<file path="src/hdl/solicit_match_pkg.sv">
// Purpose: shared constants and carriers for the solicitation address matcher
// Assumes: apb with 32-bit data, byte addresses
// Notes:   offsets are byte addresses of the least significant word of each address
package solicit_match_pkg;

  localparam int unsigned ENTRIES          = 2;
  localparam int unsigned ADDR_W           = 12;
  localparam int unsigned WORDS_PER_ADDR   = 4;

  localparam logic [11:0] WAKE_CTRL2_OFS   = 12'h600;
  localparam logic [11:0] ENTRY0_DEST_OFS  = 12'h610;
  localparam logic [11:0] ENTRY0_SRC_OFS   = 12'h620;
  localparam logic [11:0] ENTRY0_TGTA_OFS  = 12'h630;
  localparam logic [11:0] ENTRY0_TGTB_OFS  = 12'h640;
  localparam logic [11:0] ENTRY1_DEST_OFS  = 12'h650;
  localparam logic [11:0] ENTRY1_SRC_OFS   = 12'h660;
  localparam logic [11:0] ENTRY1_TGTA_OFS  = 12'h670;
  localparam logic [11:0] ENTRY1_TGTB_OFS  = 12'h680;
  localparam logic [11:0] ADDR_TABLE_BASE  = 12'h610;
  localparam logic [11:0] ADDR_TABLE_END   = 12'h68C;
  localparam logic [11:0] MATCH_STATUS_OFS = 12'h6C0;

  localparam int unsigned OFFLOAD_EN_BIT   = 3;
  localparam int unsigned RECEIVED_BIT     = 7;
  localparam logic [31:0] WAKE_CTRL2_RW_MASK = 32'h0000_0008;
  localparam logic [31:0] RESET_WORD       = 32'h0000_0000;

  // solicited-node multicast prefix ff02::1:ff00:0/104
  localparam logic [103:0] SNODE_PREFIX    = 104'hFF02_0000_0000_0000_0000_0001_FF;
  localparam int unsigned  SNODE_KEEP      = 24;

  // one received packet as offered by the receive parser; all addresses in
  // wire order: first received byte in bits 127:120
  typedef struct packed {
    logic         valid;
    logic         eth_dest_is_own;
    logic         eth_dest_is_multicast;
    logic         eth_dest_is_broadcast;
    logic         is_ipv6;
    logic         is_solicitation;
    logic         frame_good;
    logic [127:0] ip_dest;
    logic [127:0] ip_src;
    logic [127:0] target;
  } rx_packet_t;

  typedef struct packed {
    logic       match;
    logic       entry;
    logic       target_b;
  } match_result_t;

  typedef enum logic [0:0] {IDLE, REPORT} match_state_t;

endpackage : solicit_match_pkg

</file>
<file path="src/hdl/solicit_address_matcher.sv">
// Purpose: neighbor solicitation address matcher with apb register file
// Assumes: receive parser presents one whole packet summary per valid cycle
// Notes:   result appears two cycles after the packet; apb answers with no wait
//
// How it works
// - compare only while offload enable set
// - own, multicast or broadcast frames only
// - compare each entry's destination with header
// - solicited-node destination compares header low 24 with entry bits 127:104
// - compare each entry's source with header
// - all-zero source is wildcard match
// - header-matched entries compare target against both
// - all-zero target disables that compare
// - four words, lowest offset bits 31:0
// - first received byte lands bits 127:120
// - same byte order for every address
// - offload enable is bit 3, reset zero
// - received flag bit 7, write-one-clear
//
// Implementation choice: the APB register port.
`timescale 1ns/1ps
`default_nettype none

module solicit_address_matcher
  import solicit_match_pkg::*;
(
  input  wire logic                             pclk,
  input  wire logic                             presetn,
  input  wire logic                             psel,
  input  wire logic                             penable,
  input  wire logic                             pwrite,
  input  wire logic [31:0]                      paddr,
  input  wire logic [31:0]                      pwdata,
  input  wire logic [3:0]                       pstrb,
  output logic      [31:0]                      prdata,
  output logic                                  pready,
  output logic                                  pslverr,
  input  wire solicit_match_pkg::rx_packet_t    rx_pkt,
  output solicit_match_pkg::match_result_t      match_out,
  output logic                                  solicit_offload_enable
);
  import solicit_match_pkg::*;

  // words of the address table: entry*16 + kind*4 + word
  logic [31:0]      table_reg [0:ENTRIES*16-1];
  logic [31:0]      wake_ctrl2_reg;
  logic [31:0]      prdata_next;
  logic             pslverr_next;
  logic             access;
  logic             wr_en;
  logic [11:0]      ofs;
  logic             in_table;
  logic [4:0]       tbl_idx;
  logic             ctrl_wr;
  logic             stage_valid_reg;
  logic [ENTRIES-1:0] hdr_match_reg;
  logic [127:0]     target_reg;
  match_state_t     state_reg;
  match_result_t    result_next;
  logic             received_set;
  logic [31:0]      status_reg;

  assign ofs      = paddr[11:0];
  assign access   = psel && penable;
  assign wr_en    = access && pwrite;
  assign in_table = (paddr[31:12] == 20'h00000) && (ofs >= ADDR_TABLE_BASE)
                    && (ofs <= ADDR_TABLE_END) && (ofs[1:0] == 2'b00);
  assign tbl_idx  = 5'((ofs - ADDR_TABLE_BASE) >> 2);
  // full address decode so that aliases above 0xFFF never reach the control bits
  assign ctrl_wr  = wr_en && (paddr[31:12] == 20'h00000) && (ofs == WAKE_CTRL2_OFS)
                    && pstrb[0];

  // words are held lowest offset = bits 31:0, so wire order needs no swapping
  function automatic logic [127:0] addr_of(input int unsigned base);
    addr_of = {table_reg[base+3], table_reg[base+2],
               table_reg[base+1], table_reg[base]};
  endfunction : addr_of

  function automatic logic [31:0] merge_bytes(input logic [31:0] old_w,
                                              input logic [31:0] new_w,
                                              input logic [3:0]  strb);
    for (int b = 0; b < 4; b++) begin
      merge_bytes[b*8 +: 8] = strb[b] ? new_w[b*8 +: 8] : old_w[b*8 +: 8];
    end
  endfunction : merge_bytes

  // address table write port
  always_ff @(posedge pclk or negedge presetn) begin
    if (!presetn) begin
      for (int i = 0; i < ENTRIES*16; i++) begin
        table_reg[i] <= RESET_WORD;
      end
    end else if (wr_en && in_table) begin
      table_reg[tbl_idx] <= merge_bytes(table_reg[tbl_idx], pwdata, pstrb);
    end
  end

  // control register: enable is plain r/w, received flag is set-wins w1c
  always_ff @(posedge pclk or negedge presetn) begin
    if (!presetn) begin
      wake_ctrl2_reg <= RESET_WORD;
    end else begin
      if (ctrl_wr) begin
        wake_ctrl2_reg[OFFLOAD_EN_BIT] <= pwdata[OFFLOAD_EN_BIT];
      end
      if (received_set) begin
        wake_ctrl2_reg[RECEIVED_BIT] <= 1'b1;
      end else if (ctrl_wr && pwdata[RECEIVED_BIT]) begin
        wake_ctrl2_reg[RECEIVED_BIT] <= 1'b0;
      end
    end
  end

  // read mux; unmapped addresses read zero with pslverr
  always_comb begin
    prdata_next  = RESET_WORD;
    pslverr_next = 1'b0;
    if (in_table) begin
      prdata_next = table_reg[tbl_idx];
    end else if (paddr[31:12] == 20'h00000 && ofs == WAKE_CTRL2_OFS) begin
      prdata_next = wake_ctrl2_reg & (WAKE_CTRL2_RW_MASK | (32'h1 << RECEIVED_BIT));
    end else if (paddr[31:12] == 20'h00000 && ofs == MATCH_STATUS_OFS) begin
      prdata_next = status_reg;
    end else begin
      pslverr_next = 1'b1;
    end
  end

  // zero-wait slave: pready is set at the edge ending the setup cycle so the access phase ends at once
  always_ff @(posedge pclk or negedge presetn) begin
    if (!presetn) begin
      prdata  <= RESET_WORD;
      pready  <= 1'b0;
      pslverr <= 1'b0;
    end else begin
      pready  <= psel && !penable;
      prdata  <= (psel && !penable && !pwrite) ? prdata_next : RESET_WORD;
      pslverr <= psel && !penable && pslverr_next;
    end
  end

  // stage 1: header compare per entry
  function automatic logic dest_hit(input logic [127:0] prog, input logic [127:0] hdr);
    if (hdr[127:24] == SNODE_PREFIX) begin
      dest_hit = (prog[127:104] == hdr[23:0]);
    end else begin
      dest_hit = (prog == hdr);
    end
  endfunction : dest_hit

  logic eligible;
  assign eligible = rx_pkt.valid && rx_pkt.is_ipv6 && rx_pkt.is_solicitation
                    && rx_pkt.frame_good
                    && wake_ctrl2_reg[OFFLOAD_EN_BIT]
                    && (rx_pkt.eth_dest_is_own || rx_pkt.eth_dest_is_multicast
                        || rx_pkt.eth_dest_is_broadcast);

  always_ff @(posedge pclk or negedge presetn) begin
    if (!presetn) begin
      stage_valid_reg <= 1'b0;
      hdr_match_reg   <= '0;
      target_reg      <= '0;
    end else begin
      stage_valid_reg <= eligible;
      target_reg      <= rx_pkt.target;
      for (int e = 0; e < ENTRIES; e++) begin
        hdr_match_reg[e] <= eligible
          && dest_hit(addr_of(e*16), rx_pkt.ip_dest)
          && ((addr_of(e*16+4) == '0)
              || (addr_of(e*16+4) == rx_pkt.ip_src));
      end
    end
  end

  // stage 2: target compare against both target registers of matched entries
  function automatic logic tgt_hit(input logic [127:0] prog, input logic [127:0] tgt);
    tgt_hit = (prog != '0) && (prog == tgt);
  endfunction : tgt_hit

  always_comb begin
    result_next = '0;
    for (int e = ENTRIES-1; e >= 0; e--) begin
      if (stage_valid_reg && hdr_match_reg[e]) begin
        if (tgt_hit(addr_of(e*16+8), target_reg)) begin
          result_next = '{match: 1'b1, entry: 1'(e), target_b: 1'b0};
        end else if (tgt_hit(addr_of(e*16+12), target_reg)) begin
          result_next = '{match: 1'b1, entry: 1'(e), target_b: 1'b1};
        end
      end
    end
  end

  assign received_set = result_next.match;

  always_ff @(posedge pclk or negedge presetn) begin
    if (!presetn) begin
      match_out <= '0;
      state_reg <= IDLE;
    end else begin
      match_out <= result_next;
      case (state_reg)
        IDLE:    state_reg <= result_next.match ? REPORT : IDLE;
        REPORT:  state_reg <= result_next.match ? REPORT : IDLE;
        default: state_reg <= IDLE;
      endcase
    end
  end

  // last match kept for software: bit0 matched, bit1 entry, bit2 target b
  always_ff @(posedge pclk or negedge presetn) begin
    if (!presetn) begin
      status_reg <= RESET_WORD;
    end else if (result_next.match) begin
      status_reg <= {29'h0, result_next.target_b, result_next.entry, 1'b1};
    end
  end

  always_ff @(posedge pclk or negedge presetn) begin
    if (!presetn) begin
      solicit_offload_enable <= 1'b0;
    end else begin
      solicit_offload_enable <= wake_ctrl2_reg[OFFLOAD_EN_BIT];
    end
  end

endmodule : solicit_address_matcher
`default_nettype wire

</file>
<file path="config.mk">
export PLATFORM = sky130hd
export DESIGN_NAME = solicit_address_matcher
export DESIGN_NICKNAME = d
export VERILOG_FILES = /design/src/hdl/solicit_match_pkg.sv /design/src/hdl/solicit_address_matcher.sv
export SDC_FILE = /design/constraint.sdc
export NUM_CORES = 2
export LEC_CHECK = 0
export BUFFER_PORTS_ARGS = -buffer_cell sky130_fd_sc_hd__buf_2
export CORE_ASPECT_RATIO = 1.75
export CORE_MARGIN = 2
export CORE_UTILIZATION = 66
export CTS_CLUSTER_SIZE = 16
export DETAILED_ROUTE_END_ITERATION = 6
export HOLD_SLACK_MARGIN = 0.08
export PLACE_DENSITY = 0.91
export SYNTH_ARGS = -nofsm -noshare
export SYNTH_HDL_FRONTEND = slang
export SYNTH_SLANG_ARGS = --single-unit
</file>
<file path="constraint.sdc">
create_clock -name pclk -period 5.7 [get_ports pclk]
set_input_delay 1.14 -clock pclk [delete_from_list [all_inputs] [get_ports pclk]]
set_output_delay 1.14 -clock pclk [all_outputs]
set_load 0.05 [all_outputs]
</file>
==> results of run 1 <==
## through the flow
| stage | instances | worst slack (ps) | hold WS (ps) | utilization [%] |
|---|---|---|---|---|
| floorplan | 5096 | 2480 | 394 | - |
| detailed placement | 6714 | 732 | 454 | 70.2 |
| CTS | 6909 | 1520 | 409 | 74.0 |
| global placement | 6714 | 884 | 444 | 70.2 |
## layer usage
metal,GRT overflow,GRT usage (%)
met5,0,26.0
met4,289,78.5
met3,11,64.6
met2,593,94.8
met1,8,79.2
## synth_stat cells, types with 31 or more instances
library cell / instances / area [sq um]
sky130_fd_sc_hd__mux2_2: 1024 / 11500
sky130_fd_sc_hd__nor2_1: 50 / 188
sky130_fd_sc_hd__buf_6: 48 / 541
sky130_fd_sc_hd__mux2i_4: 31 / 698
sky130_fd_sc_hd__nor2b_1: 37 / 231
sky130_fd_sc_hd__xnor2_1: 573 / 5020
sky130_fd_sc_hd__o22ai_1: 42 / 263
sky130_fd_sc_hd__nand4_1: 231 / 1450
sky130_fd_sc_hd__a22oi_1: 130 / 976
sky130_fd_sc_hd__mux4_2: 256 / 5770
sky130_fd_sc_hd__dfrtp_1: 1198 / 30000
sky130_fd_sc_hd__clkbuf_1: 86 / 323
sky130_fd_sc_hd__inv_1: 158 / 593
sky130_fd_sc_hd__and4_1: 35 / 307
sky130_fd_sc_hd__buf_2: 172 / 861
sky130_fd_sc_hd__nor4_1: 366 / 2290
sky130_fd_sc_hd__nand2_1: 55 / 206
sky130_fd_sc_hd__buf_4: 33 / 248
sky130_fd_sc_hd__xor2_1: 351 / 3070
## cell families after synthesis
logic type	share of synthesized area [%]
adders and majority gates	0.0567
and+or+nand+nor	7.94
xor gates and xnor gates	12.3
AOI/OAI and AO/OA	3.24
DFF	45.3
muxes	27.2
buffers and inverters	3.94
==> results.sh, run 1 <==
export IMPL_cts_hold_fix_buffers=0
export IMPL_grt_pass1_wl_mm=577
export IMPL_floorplan_initialDensity_pct=66.6
export IMPL_async_reset_ff_share_pct=100
export IMPL_flow_first_error="[ERROR GRT-0116] Global routing finished with congestion. Check the congestion regions in the DRC Viewer."
export IMPL_cts_buffers_inserted=106
export IMPL_syn_instance_count=5096
export IMPL_place_port_buffers=501
export IMPL_grt_pass1_vias=64833
export IMPL_synth_enable_flop_cells=0
export IMPL_synth_seq_area_share_pct=45.3
export IMPL_detailed_place_hpwl_mm=262
export IMPL_haltStage="global routing"
export IMPL_clock_sink_count=1198
export IMPL_globalRoute_totalOverflow=901
export IMPL_die_height_microns=423
export IMPL_post_synth_num_cell_types=65
export IMPL_grt_max_degree=152
export IMPL_place_gp_congestion=1.42
export IMPL_die_x_extent_microns=243
export IMPL_synth_warnings=0
export IMPL_htree_levels=3
export IMPL_outcome="aborted with a tool error"
export IMPL_syn_nets=5563
export IMPL_syn_area_sq_um=66200
export IMPL_cts_root_buffer_cell="sky130_fd_sc_hd__clkbuf_16"
export IMPL_post_synth_cell_area_avg_sq_um=13.0
export IMPL_post_cts_resized=0
export IMPL_synth_ff_latch_count=1198
export IMPL_std_cell_rows=153
export IMPL_placed_area_sq_um=69700
export IMPL_postCtsSetupBuffers=0
export IMPL_synth_main_ff_cell="sky130_fd_sc_hd__dfrtp_1"
export IMPL_grt_total_usage_pct=78.9
export IMPL_io_pins=502
export IMPL_clock_path_buffers=3
==> inputs of run 2 (changes only) <==
- CORE_ASPECT_RATIO: 1.75 -> not set
- CORE_UTILIZATION: 66 -> 40
- CTS_CLUSTER_SIZE: 16 -> not set
- HOLD_SLACK_MARGIN: 0.08 -> not set
- PLACE_DENSITY: 0.91 -> not set
- PLACE_DENSITY_LB_ADDON: not set -> 0.15
==> run 2 against run 1 <==
  * The flow now finishes, with violations (DRC)
  * Synthesized cell count stayed put
  * Area after synthesis stayed put
==> results.sh, run 2 <==
export IMPL_dp_cells=7603
export IMPL_worstPathArrival_ps=5190
export IMPL_dr_wl_met2_mm=170
export IMPL_syn_nets=5563
export IMPL_hold_violations=0
export IMPL_layout_common_cells="sky130_fd_sc_hd__dfrtp_1, sky130_fd_sc_hd__mux2_2, sky130_fd_sc_hd__xnor2_1"
export IMPL_area_growth_pct=15.2
export IMPL_initial_antenna_violation_count=51
export IMPL_fillCellCount=15134
export IMPL_insertion_delay_ps=840
export IMPL_max_cap_violations=0
export IMPL_synth_top_cells_by_count="sky130_fd_sc_hd__dfrtp_1, sky130_fd_sc_hd__mux2_2, sky130_fd_sc_hd__xnor2_1"
export IMPL_clock_skew_ps=30.2
export IMPL_start_kind="flop"
export IMPL_worstReg2RegEnd="status_reg[2]$_DFFE_PN0P_"
export IMPL_postRouteAntennaNets=0
export IMPL_fin_area_sq_um=76200
export IMPL_synth_warnings=0
export IMPL_finalWorstPathRequiredPeriod_ps=4480
export IMPL_cts_tree="built"
export IMPL_synth_ff_latch_count=1198
export IMPL_drc=3
export IMPL_globalRoute_totalOverflow=0
export IMPL_grt_max_degree=147
export IMPL_highest_layer="met5"
export IMPL_failed_checks="DRC"
export IMPL_cts_buffers_inserted=143
export IMPL_grt_total_usage_pct=48.9
export IMPL_netlist_top_cells_area="sky130_fd_sc_hd__dfrtp_1, sky130_fd_sc_hd__mux2_2, sky130_fd_sc_hd__mux4_2"
export IMPL_cts_hold_fix_buffers=0
export IMPL_final_max_slew_violation_count=0
export IMPL_wl_met3_mm=50.0
export IMPL_setup_viol_count_final=0
export IMPL_timing_critical_path_to_type="flop"
export IMPL_drt_pass1_iterations=7
export IMPL_seq_area_sq_um=30000
export IMPL_pwr_share_comb_pct=8.8
export IMPL_core_region_area_sq_um=165000
export IMPL_totalWireLength_mm=417
export IMPL_die_x_extent_microns=411
export IMPL_clock_path_buffers=3
export IMPL_power_density_cell_area_nw_per_um2=265
export IMPL_placed_area_sq_um=71400
export IMPL_grt_setup_unrepaired="no"
export IMPL_final_net_count=6026
export IMPL_final_common_cell="sky130_fd_sc_hd__dfrtp_1"
export IMPL_floorplan_initialDensity_pct=40.2
export IMPL_syn_area_sq_um=66200
export IMPL_cts_root_buffer_cell="sky130_fd_sc_hd__clkbuf_16"
export IMPL_detailed_place_hpwl_mm=323
export IMPL_place_gp_congestion=1.16
export IMPL_layout_worst_path_cycle_share_pct=78.6
export IMPL_routedLengthMet1_mm=157
export IMPL_async_reset_ff_share_pct=100
export IMPL_largest_reg_flops=1024
export IMPL_r2r_start="target_reg[70]$_DFF_PN0_"
export IMPL_outcome="finished, violations left"
export IMPL_post_synth_cell_area_avg_sq_um=13.0
export IMPL_power_frac_clock_pct=47.2
export IMPL_io_pins=502
export IMPL_die_height_microns=411
export IMPL_slew_limit_headroom_pct=4.81
export IMPL_detail_route_vias_per_cell=6.91
export IMPL_p_int_mw=14.7
export IMPL_vdd_drop_max_uv=334
export IMPL_place_port_buffers=501
export IMPL_switching_share_pct=27.4
export IMPL_achievable_frequency_ghz=0.223
export IMPL_post_synth_num_cell_types=65
export IMPL_leakagePower_nw=35.1
export IMPL_rrSetupSlack_ps=1220
export IMPL_clk_pin_slew_ps=80
export IMPL_multiInputGateArea_sq_um=33700
export IMPL_yosysMostFrequentCell="sky130_fd_sc_hd__dfrtp_1"
export IMPL_r2r_cells=8
export IMPL_design_die_area_sq_um=169000
export IMPL_clock_sink_count=1198
export IMPL_grt_pass1_vias=51787
export IMPL_grt_pass1_wl_mm=536
export IMPL_postCtsSetupBuffers=0
export IMPL_drive_gt1_share_pct=39.5
export IMPL_syn_instance_count=5096
export IMPL_critical_path_peak_fanout=5
export IMPL_fin_cells=7876
export IMPL_vias=54385
export IMPL_share_seq_of_total_power_pct=43.9
export IMPL_std_cell_rows=149
export IMPL_timing_critical_path_required_ps=6410
export IMPL_synth_enable_flop_cells=0
export IMPL_net_switching_power_mw=5.53
export IMPL_timing_setup_critical_path_class="reg2reg"
export IMPL_post_cts_resized=0
export IMPL_postLayoutSetupSlackWorst_ps=1220
export IMPL_htree_levels=4
export IMPL_synth_main_ff_cell="sky130_fd_sc_hd__dfrtp_1"
export IMPL_yosys_area_top_type="sky130_fd_sc_hd__dfrtp_1"
export IMPL_drt_iter0_markers=8897
export IMPL_tns_ps=0
export IMPL_synth_seq_area_share_pct=45.3
export IMPL_wl_per_cell_microns=52.9
export IMPL_max_slew_worst_pin_slew_ps=1420
export IMPL_critical_path_startpoint="target_reg[70]$_DFF_PN0_"
export IMPL_preCtsSetupSlack_ps=663
export IMPL_hold_path_class="in2async"
export IMPL_synth_largest_type_area_fraction_pct=45.3
## run 2: worst max-delay path by stage
stage,to,slack [ps]
floorplan,table_reg[128]$_DFFE_PN0P_,2480
global placement,table_reg[544]$_DFFE_PN0P_,790
detailed placement,table_reg[576]$_DFFE_PN0P_,660
CTS,status_reg[2]$_DFFE_PN0P_,1440
global route,status_reg[2]$_DFFE_PN0P_,1320
finish,status_reg[2]$_DFFE_PN0P_,1220
## run 2: critical path: stages (launching register included)
cell and delay, ps:
sky130_fd_sc_hd__dfrtp_1 850, sky130_fd_sc_hd__inv_1 440, sky130_fd_sc_hd__a22o_1 350, sky130_fd_sc_hd__or4_1 530, sky130_fd_sc_hd__nor4_1 550, sky130_fd_sc_hd__nand4_1 450
sky130_fd_sc_hd__o22ai_2 860, sky130_fd_sc_hd__nor3_1 70, sky130_fd_sc_hd__or2_1 240
## run 2: through the flow
step	total power [mW]	hold WS, ps	util [%]
floorplan	9.48	394	-
global placement	10.7	464	43.4
detailed placement	10.7	468	43.4
CTS	20.1	320	46.3
global route	20.6	344	46.3
finish	20.2	291	46.3
## run 2: layout make-up
class | instances | share of cell area [%]
antenna | 24 | 0.0788
inverter | 159 | 0.783
sequential | 1198 | 39.3
tap | 2189 | 3.59
multi-input combinational | 3390 | 44.2
clock buffer | 202 | 5.41
timing repair buffer | 667 | 5.81
clock inverter | 47 | 0.816
## run 2: cells by family after synthesis
logic type / synth area share, %
AOI/OAI and AO/OA: 3.24
buffers and inverters: 3.94
adders and majority gates: 0.0567
muxes: 27.2
xor gates and xnor gates: 12.3
and+or+nand+nor: 7.94
DFF: 45.3
## run 2: power groups by stage
stage	combinational (mW)	clock, mW	sequential (mW)
2_1_floorplan	0.726	0	8.75
3_3_place_gp	1.73	0	8.99
3_5_place_dp	1.72	0	8.99
4_1_cts	1.73	9.56	8.84
5_1_grt	1.82	9.91	8.83
6_report	1.79	9.53	8.87
## run 2: routing by layer
layer | vias to the layer above | GRT usage (%)
li1 | 19858 | -
met1 | 28797 | 61.8
met2 | 4455 | 68.4
met3 | 1243 | 17.3
met4 | 32 | 37.1
met5 | - | 0
Power figures use the tool's default switching activity.
